$ cat config.mk
export PLATFORM = sky130hd
export DESIGN_NAME = quad_dac_double_buffer_loader
export DESIGN_NICKNAME = d
export VERILOG_FILES = /design/src/dac_loader_pkg.sv /design/src/dac_write_if.sv /design/src/dac_serial_front.sv /design/src/dac_parallel_front.sv /design/src/quad_dac_double_buffer_loader.sv
export VERILOG_INCLUDE_DIRS = /design/src
export SDC_FILE = /design/constraint.sdc
export NUM_CORES = 1
export LEC_CHECK = 0
export ABC_AREA = 1
export BUFFER_PORTS_ARGS = -buffer_cell sky130_fd_sc_hd__buf_4
export CORE_MARGIN = 2
export CORE_UTILIZATION = 43
export DETAILED_ROUTE_END_ITERATION = 8
export GPL_TIMING_DRIVEN = 0
export SYNTH_ARGS = -nofsm -noshare
export SYNTH_HDL_FRONTEND = slang
export SYNTH_HIERARCHICAL = 1
export SYNTH_SLANG_ARGS = --single-unit
export TNS_END_PERCENT = 1
$ cat constraint.sdc
create_clock -name i_clk_sys -period 4.7 [get_ports i_clk_sys]
set_input_delay 0.705 -clock i_clk_sys [delete_from_list [all_inputs] [get_ports i_clk_sys]]
set_output_delay 0.705 -clock i_clk_sys [all_outputs]
set_load 0.005 [all_outputs]
$ cat src/dac_loader_regs.svh
// Constants for the quad converter loading logic
// How it works
// - Frame is 12 bits, MSB first, fixed fields
// - Low all-channel bit shuts every channel down
// - Low selected bit shuts addressed channel down
// - Code bits go to one addressed input register
// - Select rising edge commits frame to input register
// - Serial: low load strobe copies all inputs
// - Parallel: low write strobe loads addressed register
// - Address 00/01/10/11 selects A/B/C/D
// - Write strobe rising edge latches data bus
// - Load strobe high holds converter registers
// - Load low, write high: converters follow inputs
// - Both low: data passes to both registers
// - Load rising edge latches inputs into converters
// - Both strobes high: nothing changes
// - Shift serial input on clock while selected
// - Deselected ignores clock; load strobe unaffected
// - Clear zeroes inputs and converters, not shifter
`ifndef DAC_LOADER_REGS_SVH
`define DAC_LOADER_REGS_SVH

`define FRAME_BITS      12
`define FRAME_MSB       11
`define POS_ALL_PD      11
`define POS_SEL_PD      10
`define POS_CH_HI       9
`define POS_CH_LO       8
`define CODE_MSB        7
`define CODE_WIDTH      8
`define NUM_CHANNELS    4
`define CODE_ZERO       8'h00
`define FRAME_ZERO      12'h000
`define CNT_ZERO        4'h0
`define CNT_ONE         4'h1
`define CNT_MAX         4'hf
`define MASK_NONE       4'h0
`define MASK_ONE        4'h1
`define MASK_ALL        4'hf
`define POS_WRITE_N     10
`define POS_ADDR_HI     9
`define POS_ADDR_LO     8

`endif

$ cat src/dac_loader_pkg.sv
// Types for the quad converter loading logic
package dac_loader_pkg;
  typedef logic [7:0] code_t;
  typedef logic [1:0] chan_t;
  typedef logic [3:0] chan_mask_t;
  typedef enum logic [2:0] {
    SER_IDLE  = 3'b001,
    SER_SHIFT = 3'b010,
    SER_DONE  = 3'b100
  } ser_state_t;
endpackage

$ cat src/dac_write_if.sv
// Interface carrying input register writes between front end and bank
`timescale 1ns/1ps
interface dac_write_if;
  import dac_loader_pkg::*;
  logic  wr_en;
  chan_t wr_chan;
  code_t wr_code;
  modport src (output wr_en, output wr_chan, output wr_code);
  modport dst (input wr_en, input wr_chan, input wr_code);
endinterface

$ cat src/dac_serial_front.sv
// Serial front end: shifter, frame commit and power-down decode
`timescale 1ns/1ps
`include "dac_loader_regs.svh"
module dac_serial_front
  import dac_loader_pkg::*;
(
  input  wire logic   i_clk_sys,
  input  wire logic   i_reset,
  input  wire logic   i_sclk,
  input  wire logic   i_select_n,
  input  wire logic   i_serial_in,
  dac_write_if.src    wr,
  output chan_mask_t  o_power_down,
  output logic        o_frame_error
);
  // ----------------------------------------------------------------
  // Input synchronisers
  // ----------------------------------------------------------------
  logic [2:0] sync1_reg;
  logic [2:0] sync2_reg;
  logic       sclk_d_reg;
  logic       sel_d_reg;
  always_ff @(posedge i_clk_sys or posedge i_reset) begin
    if (i_reset) begin
      sync1_reg  <= 3'b010;
      sync2_reg  <= 3'b010;
      sclk_d_reg <= 1'b0;
      sel_d_reg  <= 1'b1;
    end else begin
      sync1_reg  <= {i_sclk, i_select_n, i_serial_in};
      sync2_reg  <= sync1_reg;
      sclk_d_reg <= sync2_reg[2];
      sel_d_reg  <= sync2_reg[1];
    end
  end
  logic sclk_rise;
  logic sel_rise;
  assign sclk_rise = sync2_reg[2] & ~sclk_d_reg & ~sync2_reg[1];
  assign sel_rise  = sync2_reg[1] & ~sel_d_reg & ~sync2_reg[2];

  // ----------------------------------------------------------------
  // Shift register and frame commit
  // ----------------------------------------------------------------
  logic [`FRAME_MSB:0] shift_reg, shift_next;
  logic [3:0]          cnt_reg, cnt_next;
  ser_state_t          state_reg, state_next;
  chan_mask_t          pd_reg, pd_next;
  logic                wen_reg, wen_next;
  chan_t               wch_reg, wch_next;
  code_t               wcode_reg, wcode_next;
  logic                err_reg, err_next;

  always_comb begin
    shift_next = shift_reg;
    cnt_next   = cnt_reg;
    state_next = state_reg;
    pd_next    = pd_reg;
    wen_next   = 1'b0;
    wch_next   = wch_reg;
    wcode_next = wcode_reg;
    err_next   = err_reg;
    case (state_reg)
      SER_IDLE: begin
        if (sclk_rise) begin
          shift_next = {shift_reg[`FRAME_MSB-1:0], sync2_reg[0]};
          cnt_next   = `CNT_ONE;
          state_next = SER_SHIFT;
        end
      end
      SER_SHIFT: begin
        if (sclk_rise) begin
          shift_next = {shift_reg[`FRAME_MSB-1:0], sync2_reg[0]};
          if (cnt_reg != `CNT_MAX) begin
            cnt_next = cnt_reg + `CNT_ONE;
          end
        end else if (sel_rise) begin
          state_next = SER_DONE;
        end
      end
      SER_DONE: begin
        err_next   = (cnt_reg != 4'(`FRAME_BITS));
        wen_next   = 1'b1;
        wch_next   = shift_reg[`POS_CH_HI:`POS_CH_LO];
        wcode_next = shift_reg[`CODE_MSB:0];
        pd_next    = `MASK_NONE;
        if (!shift_reg[`POS_ALL_PD]) begin
          pd_next = `MASK_ALL;
        end else if (!shift_reg[`POS_SEL_PD]) begin
          pd_next = chan_mask_t'(`MASK_ONE << shift_reg[`POS_CH_HI:`POS_CH_LO]);
        end
        cnt_next   = `CNT_ZERO;
        state_next = SER_IDLE;
      end
      default: state_next = SER_IDLE;
    endcase
  end

  always_ff @(posedge i_clk_sys or posedge i_reset) begin
    if (i_reset) begin
      shift_reg <= `FRAME_ZERO;
      cnt_reg   <= `CNT_ZERO;
      state_reg <= SER_IDLE;
      pd_reg    <= `MASK_NONE;
      wen_reg   <= 1'b0;
      wch_reg   <= 2'h0;
      wcode_reg <= `CODE_ZERO;
      err_reg   <= 1'b0;
    end else begin
      shift_reg <= shift_next;
      cnt_reg   <= cnt_next;
      state_reg <= state_next;
      pd_reg    <= pd_next;
      wen_reg   <= wen_next;
      wch_reg   <= wch_next;
      wcode_reg <= wcode_next;
      err_reg   <= err_next;
    end
  end

  assign wr.wr_en      = wen_reg;
  assign wr.wr_chan    = wch_reg;
  assign wr.wr_code    = wcode_reg;
  assign o_power_down  = pd_reg;
  assign o_frame_error = err_reg;
endmodule // dac_serial_front

$ cat src/dac_parallel_front.sv
// Parallel front end: address decode and registered write strobe level
`timescale 1ns/1ps
`include "dac_loader_regs.svh"
module dac_parallel_front
  import dac_loader_pkg::*;
(
  input  wire logic   i_clk_sys,
  input  wire logic   i_reset,
  input  wire logic   i_write_n,
  input  wire logic   i_channel_sel_hi,
  input  wire logic   i_channel_sel_lo,
  input  wire code_t  i_parallel_code_bus,
  dac_write_if.src    wr,
  output logic        o_write_active
);
  // ----------------------------------------------------------------
  // Input synchronisers
  // ----------------------------------------------------------------
  logic [10:0] sync1_reg;
  logic [10:0] sync2_reg;
  always_ff @(posedge i_clk_sys or posedge i_reset) begin
    if (i_reset) begin
      sync1_reg <= 11'h400;
      sync2_reg <= 11'h400;
    end else begin
      sync1_reg <= {i_write_n, i_channel_sel_hi, i_channel_sel_lo, i_parallel_code_bus};
      sync2_reg <= sync1_reg;
    end
  end

  // ----------------------------------------------------------------
  // Write capture
  // ----------------------------------------------------------------
  logic  wen_reg, wen_next;
  chan_t wch_reg, wch_next;
  code_t wcode_reg, wcode_next;
  always_comb begin
    wen_next   = ~sync2_reg[`POS_WRITE_N];
    wch_next   = sync2_reg[`POS_ADDR_HI:`POS_ADDR_LO];
    wcode_next = sync2_reg[`CODE_MSB:0];
  end
  always_ff @(posedge i_clk_sys or posedge i_reset) begin
    if (i_reset) begin
      wen_reg   <= 1'b0;
      wch_reg   <= 2'h0;
      wcode_reg <= `CODE_ZERO;
    end else begin
      wen_reg   <= wen_next;
      wch_reg   <= wch_next;
      wcode_reg <= wcode_next;
    end
  end
  assign wr.wr_en       = wen_reg;
  assign wr.wr_chan     = wch_reg;
  assign wr.wr_code     = wcode_reg;
  assign o_write_active = wen_reg;
endmodule // dac_parallel_front

$ cat src/quad_dac_double_buffer_loader.sv
// Top of the quad converter loader: register bank and load control
`timescale 1ns/1ps
`include "dac_loader_regs.svh"
module quad_dac_double_buffer_loader
  import dac_loader_pkg::*;
(
  input  wire logic         i_clk_sys,
  input  wire logic         i_reset,
  input  wire logic         i_parallel_mode,
  input  wire logic         i_clear_all_n,
  input  wire logic         i_convert_load_strobe_n,
  input  wire logic         i_sclk,
  input  wire logic         i_select_n,
  input  wire logic         i_serial_in,
  input  wire logic         i_write_n,
  input  wire logic         i_channel_sel_hi,
  input  wire logic         i_channel_sel_lo,
  input  wire logic [7:0]   i_parallel_code_bus,
  output logic [7:0]        o_input_code [4],
  output logic [7:0]        o_convert_code [4],
  output logic [3:0]        o_power_down,
  output logic              o_frame_error,
  output logic              o_write_active
);
  // ----------------------------------------------------------------
  // Front ends
  // ----------------------------------------------------------------
  dac_write_if ser_wr ();
  dac_write_if par_wr ();

  dac_serial_front u_ser (
    .i_clk_sys     (i_clk_sys),
    .i_reset       (i_reset),
    .i_sclk        (i_sclk),
    .i_select_n    (i_select_n),
    .i_serial_in   (i_serial_in),
    .wr            (ser_wr.src),
    .o_power_down  (o_power_down),
    .o_frame_error (o_frame_error)
  );

  dac_parallel_front u_par (
    .i_clk_sys           (i_clk_sys),
    .i_reset             (i_reset),
    .i_write_n           (i_write_n),
    .i_channel_sel_hi    (i_channel_sel_hi),
    .i_channel_sel_lo    (i_channel_sel_lo),
    .i_parallel_code_bus (i_parallel_code_bus),
    .wr                  (par_wr.src),
    .o_write_active      (o_write_active)
  );

  // ----------------------------------------------------------------
  // Control synchronisers
  // ----------------------------------------------------------------
  logic [2:0] csync1_reg;
  logic [2:0] csync2_reg;
  always_ff @(posedge i_clk_sys or posedge i_reset) begin
    if (i_reset) begin
      csync1_reg <= 3'b011;
      csync2_reg <= 3'b011;
    end else begin
      csync1_reg <= {i_parallel_mode, i_clear_all_n, i_convert_load_strobe_n};
      csync2_reg <= csync1_reg;
    end
  end
  logic par_mode;
  logic clear_act;
  logic load_act;
  assign par_mode  = csync2_reg[2];
  assign clear_act = ~csync2_reg[1];
  assign load_act  = ~csync2_reg[0];

  // ----------------------------------------------------------------
  // Channel decode
  // ----------------------------------------------------------------
  function automatic logic hit(input chan_t sel, input int ch);
    hit = (sel == chan_t'(ch));
  endfunction

  logic  any_wr;
  chan_t sel_chan;
  code_t sel_code;
  always_comb begin
    if (par_mode) begin
      any_wr   = par_wr.wr_en;
      sel_chan = par_wr.wr_chan;
      sel_code = par_wr.wr_code;
    end else begin
      any_wr   = ser_wr.wr_en;
      sel_chan = ser_wr.wr_chan;
      sel_code = ser_wr.wr_code;
    end
  end

  // ----------------------------------------------------------------
  // Input and converter registers
  // ----------------------------------------------------------------
  code_t in_reg [`NUM_CHANNELS];
  code_t in_next [`NUM_CHANNELS];
  code_t cv_reg [`NUM_CHANNELS];
  code_t cv_next [`NUM_CHANNELS];

  genvar g;
  generate
    for (g = 0; g < `NUM_CHANNELS; g++) begin : g_chan
      always_comb begin
        in_next[g] = in_reg[g];
        cv_next[g] = cv_reg[g];
        if (clear_act) begin
          in_next[g] = `CODE_ZERO;
          cv_next[g] = `CODE_ZERO;
        end else begin
          if (any_wr && hit(sel_chan, g)) begin
            in_next[g] = sel_code;
          end
          if (load_act) begin
            if (par_mode && any_wr && hit(sel_chan, g)) begin
              cv_next[g] = sel_code;
            end else begin
              cv_next[g] = in_reg[g];
            end
          end
          // Load strobe high leaves converter register held
        end
      end
      always_ff @(posedge i_clk_sys or posedge i_reset) begin
        if (i_reset) begin
          in_reg[g] <= `CODE_ZERO;
          cv_reg[g] <= `CODE_ZERO;
        end else begin
          in_reg[g] <= in_next[g];
          cv_reg[g] <= cv_next[g];
        end
      end
      assign o_input_code[g]   = in_reg[g];
      assign o_convert_code[g] = cv_reg[g];
    end
  endgenerate
endmodule // quad_dac_double_buffer_loader

# Word-level counts from Yosys, hierarchy flattened
# Index checks and enable logic that the tools add are counted.
[op_classes]
n_shift = 1
bitwise_logic = 9
n_eq_ne = 18
n_addsub = 1
n_mux = 34
n_reduce_logical = 15
[ops]
columns = ["cell", "count"]
rows = [
  ["2-to-1 mux 8 bit", 21],
  ["2-to-1 mux 4 bit", 5],
  ["!= test 2 x 1 -> 1 bit, second input constant", 8],
  ["one-hot mux 4 bit (3 select lines)", 1],
  ["logical AND 1 bit", 9],
  ["2-to-1 mux 3 bit", 3],
  ["!= test 4 bit, second input constant", 2],
  ["one-hot mux 3 bit (2 select lines)", 1],
  ["inverter 1 bit", 5],
  ["adder 4 x 1 -> 4 bit, second input constant", 1],
  ["AND 1 bit", 4],
  ["equality test 2 bit, second input constant", 2],
  ["!= test 2 bit, second input constant", 2],
  ["AND reduction 4 bit", 1],
  ["left shift 1 x 2 -> 4 bit, first input constant", 1],
  ["equality test 3 x 1 -> 1 bit, second input constant", 1],
  ["equality test 3 x 2 -> 1 bit, second input constant", 1],
  ["equality test 3 bit, second input constant", 1],
  ["AND reduction 3 bit", 1],
  ["nonzero test 3 bit", 1],
  ["equality test 2 x 1 -> 1 bit, second input constant", 1],
  ["logical NOT 2 bit", 1],
  ["2-to-1 mux 1 bit", 2],
  ["2-to-1 mux 2 bit", 1],
  ["other kinds (2)", 2],
]
[totals]
register_bits = 146
output_inout_bits = 70

# Logic depth before layout (Yosys ltp)
# Gate-level depths: netlist of run 1.
[logic_depth]
ltp_word = 6
depth_mapped = 9

# By module
# Netlist of run 1, hierarchy kept.
[modules_own_cells]
columns = ["module", "area_per_inst_um2", "n_inst", "cells_each"]
rows = [
  ["quad_dac_double_buffer_loader", 3517.1, 1, 415],
  ["dac_serial_front", 1726.7, 1, 177],
  ["dac_parallel_front", 843.3, 1, 36],
]

# Worst setup path before layout of run 1
# Ideal clock, no wire load.
[synth_path]
path_type = "register to register"
from = "register csync2_reg[1]"
to = "register cv_reg (netlist bit o_convert_code[10])"
setup_time_ns = 0.066
path_stages_with_launch = 7
slack_ns = 3.254
required_ns = 4.634
arrival_time_ns = 1.380
path_cell_list = "dfstp_2 > buf_2 > inv_1 > nor2_1 > clkbuf_1 > nand3_1 > nand2_1"
[synth_between]
elab_chain_len = 1
[synth_lines]
columns = ["item", "line", "source"]
rows = [
  ["start, declared", "quad_dac_double_buffer_loader.sv:57", "logic [2:0] csync2_reg;"],
  ["start signal, assigned", "quad_dac_double_buffer_loader.sv:64", "csync2_reg <= csync1_reg;"],
  ["!= test 2 bit (no source line) or 2-to-1 mux 8 bit (tied branches)", "n/a", ""],
  ["end signal, assigned by index", "quad_dac_double_buffer_loader.sv:130", "cv_reg[g] <= `CODE_ZERO;"],
  ["end signal, assigned by index", "quad_dac_double_buffer_loader.sv:133", "cv_reg[g] <= cv_next[g];"],
  ["end, declared", "quad_dac_double_buffer_loader.sv:101", "code_t cv_reg [`NUM_CHANNELS];"],
]
# Parallel ways exist; a longest one is shown, timed or not.
# A chain may end at the register's enable or synchronous reset.

# Worst setup path after layout of run 1
[layout_path]
from = "register csync2_reg[1]"
to = "register cv_reg (netlist bit o_convert_code[15])"
# The elaborated chain is that of the path after synthesis.

==> run_results.csv, run 1 <==
group,metric,value,unit
timing,fin_tns_setup,0,ps
global_route,track_usage,20.4,%
yosys,yosys-top-cells-area,"dfrtp_1, nand2_1, nand3_1",
timing,worst_slack,2780,ps
yosys,synth.mux.area_fraction,0,%
cells_and_area,final_common_cell,"nand2_1",
power,p_leak,0.00390,µW
routing,drtIter0Drc,383,
clock_tree,post_cts_buffers,0,
global_route,antenna_found_initial,0,
clock_tree,cts_hold_buf,0,
placement,port_buffers,88,
cells_and_area,final_cell_mix,"nand2_1, dfrtp_1, nand3_1, buf_4, inv_1",
worst_setup_path,cp-end-kind,"register",
global_route,grt_pass1_wl,23000,µm
clock_tree,insertion_delay,430,ps
routing,wl_per_cell,15.6,µm
routing,dr.pass1.iters,5,
floorplanning,io_pins,89,
cells_and_area,layout.cells.non_filler,928,
yosys,synth_top_area_share,55.9,%
clock_tree,post_cts_resized,0,
floorplanning,fp.coreArea,13900,µm²
cells_and_area,drive_gt1_share,27.1,%
clock_tree,h-tree-depth,4,
yosys,ys_async_sr_fraction,100,%
floorplanning,die_h,123,µm
yosys,ys_ff_latch,146,
worst_setup_path,max_stage_delay,510,ps
cells_and_area,finalNetCount,756,
clock_tree,cts_root_buffer,"clkbuf_16",
power,vdd_drop_max,0.274,mV
worst_setup_path,crit_buf_inv,3,
timing,finalSetupViolations,0,
timing,fin_crit,1920,ps
floorplanning,die_w,123,µm
worst_setup_path,start_kind,"register",
cells_and_area,fillers,1247,
clock_tree,cts_tree,"done",
placement,dp_slack,2820,ps
worst_setup_path,cp_slowest_cell,"dfstp_2",
run_status,status,"complete, no violations",
yosys,syn_nets,649,
timing,rsz0062_at_grt,"no",
cells_and_area,area_growth,26.0,%
yosys,synth_top_area_cell,"dfrtp_1",
timing,max_slew_margin,25.9,%
timing,finalCritPeriodShare,40.8,%
worst_setup_path,critPathMaxFanout,10,
routing,dr_total_vias,4616,
yosys,synthFlopType,"dfrtp_1",
clock_tree,cts.sinks,146,
yosys,syn_area_per_cell,9.69,µm²
floorplanning,row_count,43,
yosys,netlist_area,6090,µm²
timing,skew,8.20,ps
yosys,syn_inst,628,
worst_setup_path,crit_chain,"buf_2 > inv_1 > nor2_1 > clkbuf_1 > nand3_1 > nand2_1",
timing,timing.fmax,521,MHz
timing,tightest_slew,1110,ps
yosys,synth_xor_area_share,0.144,%
yosys,yosysWarnings,6,
worst_setup_path,critPathRequiredTime,5060,ps
worst_hold_path,min_path_type,"register to register",
floorplanning,die_area,15100,µm²
routing,drc,0,
yosys,synth_compound_area_share,7.09,%
routing,routed_wl,14400,µm
yosys,synth_cell_type_count,33,
worst_setup_path,rrSetupSlack,2780,ps
yosys,yosys.area_share.simple,24.8,%
power,power_density,461,nW/µm²
placement,dp.cells,896,
worst_setup_path,crit_family,"buffers and inverters",
clock_tree,clk_pin_slew_worst_paths,60,ps
yosys,seq_area_frac_synth,60.2,%
timing,timing.final.hold_violations,0,
timing,drv_slew,0,
global_route,gr-total-overflow,0,
global_route,use_met3,5.40,%
clock_tree,clk_path_buf_depth,2,
global_route,grt_max_degree,71,
floorplanning,start_util,43.9,%
worst_setup_path,crit_type,"register to register",
cells_and_area,antenna_cells,0,
routing,via_per_inst,4.97,
placement,place_congestion,0.854,
yosys,synth_top_family_by_area,"simple AND/OR/NAND/NOR gates",
yosys,synthAdderAreaFrac,0.411,%
clock_tree,numCtsBuffers,17,
global_route,met2_usage,29.6,%
run,maxCapViolations,0,
yosys,synth_edf_count,0,
worst_setup_path,cp.arrival,2280,ps
global_route,grt_pass1_vias,4496,
global_route,busiest_layer,"met2",
routing,ant_nets,0,
placement,dp_hpwl,10200,µm
global_route,grtUsageMet1,29.3,%
[worst reg2reg max path, stage by stage (launching register included)]
cell and delay, ps:
dfstp_2 510, buf_2 180, inv_1 140, nor2_1 270, clkbuf_1 440, nand3_1 220, nand2_1 100
[cells by family after synthesis]
kind of cell	Yosys count
buf+inv	100
compound gates	67
simple gates	312
xor+xnor	1
fa+ha+maj	2
flops	146
[worst paths after layout]
path                                            end  cells after the start          startpoint
min in group asynchronous             csync1_reg[2]                      2             i_reset
max in group asynchronous       u_par/wr.wr_code[2]                      2             i_reset
worst max register to register   o_convert_code[15]                      6       csync2_reg[1]
worst min-delay path             u_ser/sync2_reg[0]                      0  u_ser/sync1_reg[0]
worst max-delay path             o_convert_code[15]                      6       csync2_reg[1]
worst min register to register   u_ser/sync2_reg[0]                      0  u_ser/sync1_reg[0]
[through the flow]
step	area (µm²)	utilization, %	total power (µW)	hold slack, ps
floorplan	6090	-	1790	331
global placement	6970	50.2	1960	333
detailed placement	6980	50.3	1980	336
CTS	7670	55.2	3560	346
global route	7670	55.2	3690	360
finish	7670	55.2	3530	343
[cell usage after synthesis, types with 2 or more instances]
master and instances:
nand2_1 154, dfrtp_1 136, nand3_1 110, inv_1 70, o21ai_1 28, o21ai_2 23, nand2_2 12, o21ai_0 11
dfstp_2 10, nor2_1 9, buf_6 8, buf_1 6, nand2_4 6, clkbuf_1 5, inv_2 5, or2_4 5
nand4_1 4, buf_2 3, nand3_2 3, nor2_8 3, or2_1 3, ha_1 2, nor2_4 2
[power by group]
part / leakage, µW / internal, µW / switching [µW] / total, µW
registers: 0.00189 / 1380 / 72.7 / 1450
clock network: 0.000334 / 1080 / 501 / 1580
logic: 0.00168 / 183 / 319 / 501
[routing by layer]
metal	share of wire [%]	vias to the layer above
li1	-	2229
met5	0	-
met4	1.5	0
met3	6.3	19
met1	47	2227
met2	45	141
[final cells by class]
cell class	instances	area, µm²	share of cell area, %
buffer	24	159	2.07
clock buffer	22	464	6.05
clock inverter	10	228	2.97
inverter	76	288	3.75
multi-input combinational	382	1980	25.8
sequential	146	3670	47.8
tap	180	225	2.94
timing repair buffer	88	661	8.62
Note: power is estimated with default switching activity, not from simulation.
==> run 2, diff against run 1 <==
--- a/config.mk
+++ b/config.mk
@@ -12,6 +12,7 @@
 export CORE_UTILIZATION = 43
 export DETAILED_ROUTE_END_ITERATION = 8
 export GPL_TIMING_DRIVEN = 0
+export PLACE_DENSITY = 0.65
 export SYNTH_ARGS = -nofsm -noshare
 export SYNTH_HDL_FRONTEND = slang
 export SYNTH_HIERARCHICAL = 1
==> constraint.sdc (replaced) <==
create_clock -name i_clk_sys -period 1.6 [get_ports i_clk_sys]
set_input_delay 0.24 -clock i_clk_sys [delete_from_list [all_inputs] [get_ports i_clk_sys]]
set_output_delay 0.24 -clock i_clk_sys [all_outputs]
set_load 0.005 [all_outputs]
==> run 2 against run 1 <==
  * Via count up 0.61%
  * Final cell count is 2.6% higher
  * Sequential share of layout area fell by 1.4 points
  * Global-route usage is 0.79 points higher
  * Setup slack got worse by 2700 ps
  * Largest power group is now sequential cells
  * Wire length rose by 2.8%
  * Clock power rose to 2.6 times the previous value
  * Clock-buffer cell count fell by 3
  * Highest routed layer unchanged
  * Sequential cell count did not move
  * Non-clock buffer count grew 24
  * Critical path depth up 1
  * Power grew to 2.8 times the previous value
==> run_results.csv, run 2 (same netlist as run 1, synthesis figures left out) <==
group,metric,value,unit
timing,finalSetupViolations,0,
worst_setup_path,crit_type,"register to register",
timing,fin_hold_ws,344,ps
worst_hold_path,hp-start,"u_ser/sync1_reg[0]",
cells_and_area,area_growth,29.8,%
worst_hold_path,hold_path_end,"u_ser/sync2_reg[0]",
worst_setup_path,critPathMaxFanout,10,
timing,max_slew_margin,40.8,%
routing,dr_total_vias,4644,
clock_tree,cts_tree,"done",
worst_setup_path,cp_slowest_cell,"dfrtp_2",
timing,skew,5.43,ps
worst_setup_path,cp.arrival,1860,ps
cells_and_area,final_core_util,56.9,%
power,internal_power,7170,µW
worst_setup_path,rrSetupSlack,40,ps
placement,port_buffers,88,
global_route,track_usage,21.1,%
clock_tree,insertion_delay,420,ps
routing,drc,0,
floorplanning,fp.coreArea,13900,µm²
floorplanning,die_area,15100,µm²
floorplanning,io_pins,89,
clock_tree,clk_pin_slew_worst_paths,60,ps
placement,dp_hpwl,10700,µm
timing,fin_crit,1560,ps
cells_and_area,antenna_cells,0,
timing,finalCritPeriodShare,97.4,%
cells_and_area,finalNetCount,780,
worst_setup_path,max_stage_delay,440,ps
worst_setup_path,crit_chain,"inv_2 > buf_6 > buf_6 > nand2_2 > o21ai_2 > or2_1 > o21ai_1",
cells_and_area,drive_gt1_share,29.7,%
global_route,grt_max_degree,44,
timing,rsz0062_at_grt,"yes",
clock_tree,cts.sinks,146,
worst_setup_path,start_kind,"register",
clock_tree,numCtsBuffers,17,
worst_setup_path,critPathRequiredTime,1900,ps
floorplanning,start_util,43.9,%
clock_tree,h-tree-depth,4,
placement,dp_slack,-245,ps
timing,drv_slew,0,
floorplanning,die_h,123,µm
run,maxCapViolations,0,
timing,worst_slack,41.0,ps
worst_setup_path,startpoint,"csync2_reg[2]",
timing,timing.fmax,641,MHz
power,p_leak,0.00402,µW
power,power_density,1250,nW/µm²
routing,via_per_inst,4.88,
power,p_sw_share,27.6,%
placement,dp.cells,897,
routing,routed_wl,14900,µm
worst_setup_path,cp_common_cell,"buf_6",
global_route,grt_pass1_wl,24000,µm
timing,tightest_slew,887,ps
worst_setup_path,r2r-start,"csync2_reg[2]",
clock_tree,clk_path_buf_depth,2,
worst_setup_path,ff2ff_path_depth,7,
routing,drtIter0Drc,347,
worst_setup_path,cp-end-kind,"register",
power,vdd_drop_max,0.824,mV
power,pwr-share-clk,41.3,%
worst_setup_path,rr_endpoint,"o_input_code[16]",
cells_and_area,layout.cells.non_filler,952,
cells_and_area,final_common_cell,"nand2_1",
worst_hold_path,whs_path_depth,0,
cells_and_area,register_area,3670,µm²
floorplanning,row_count,43,
power,share_comb_of_total_power,15.5,%
cells_and_area,fillers,1247,
worst_hold_path,min_path_type,"register to register",
global_route,gr-total-overflow,0,
power,p_seq_share,43.2,%
global_route,antenna_found_initial,0,
cells_and_area,multiInputGateArea,2020,µm²
floorplanning,die_w,123,µm
cells_and_area,final_cell_mix,"nand2_1, dfrtp_1, nand3_1, buf_4, inv_1",
global_route,grt_pass1_vias,4670,
run_status,status,"complete, no violations",
power,total_power,9900,µW
timing,timing.final.hold_violations,0,
routing,ant_nets,0,
clock_tree,cts_root_buffer,"clkbuf_16",
routing,dr.pass1.iters,5,
power,p_switching,2730,µW
routing,wl_per_cell,15.6,µm
placement,place_congestion,0.897,
run 2: worst max-delay path by stage:
stage | slack (ps) | cells after the start | end
floorplan | 150 | 6 | o_convert_code[10]
global placement | -220 | 6 | o_convert_code[30]
detailed placement | -240 | 6 | o_convert_code[10]
CTS | 8 | 7 | o_convert_code[9]
global route | -50 | 6 | o_convert_code[0]
finish | 40 | 7 | o_input_code[16]
run 2: area by class of cell:
class,instances,area share [%]
multi-input cells,382,25.6
plain buffers,24,2.20
well taps,180,2.85
repair buffers,112,11.3
clock buffers,19,5.61
inverters,76,3.75
clock inverters,13,2.22
flip-flops and latches,146,46.4
run 2: worst max-delay path, delay by kind of cell (launching register included):
kind                   cells  cell delay [ps]
AOI/OAI and AO/OA          2              250
buffers and inverters      3              430
and+or+nand+nor            2              320
DFF                        1              440
run 2: what timing repair did:
item,in CTS,in global routing
buffers inserted,1,4
pin swaps,0,1
endpoints found under the hold margin,46,0
hold buffers,18,0
endpoints found under the setup margin,32,84
gates resized for setup,6,23
run 2: metrics by stage:
| stage | cell area [µm²] | setup TNS [ps] |
|---|---|---|
| after floorplan | 6090 | 0 |
| after global placement | 6980 | -10840 |
| after detailed placement | 7000 | -5070 |
| after CTS | 7820 | 0 |
| after global routing | 7900 | -938 |
| final | 7900 | 0 |
run 2: power by group through the flow:
stage / registers [µW] / clock network [µW] / logic [µW]
5_1_grt: 4330 / 4350 / 1720
3_5_place_dp: 4340 / 0 / 1470
3_3_place_gp: 4330 / 0 / 1400
2_1_floorplan: 4290 / 0 / 970
4_1_cts: 4280 / 4150 / 1520
6_report: 4280 / 4090 / 1540
run 2: metal layers:
layer / global-route usage, % / wire length (µm)
met4: 8.52 / 279
met1: 29.7 / 6920
met2: 32.0 / 6970
met3: 4.66 / 677
met5: 0 / 0
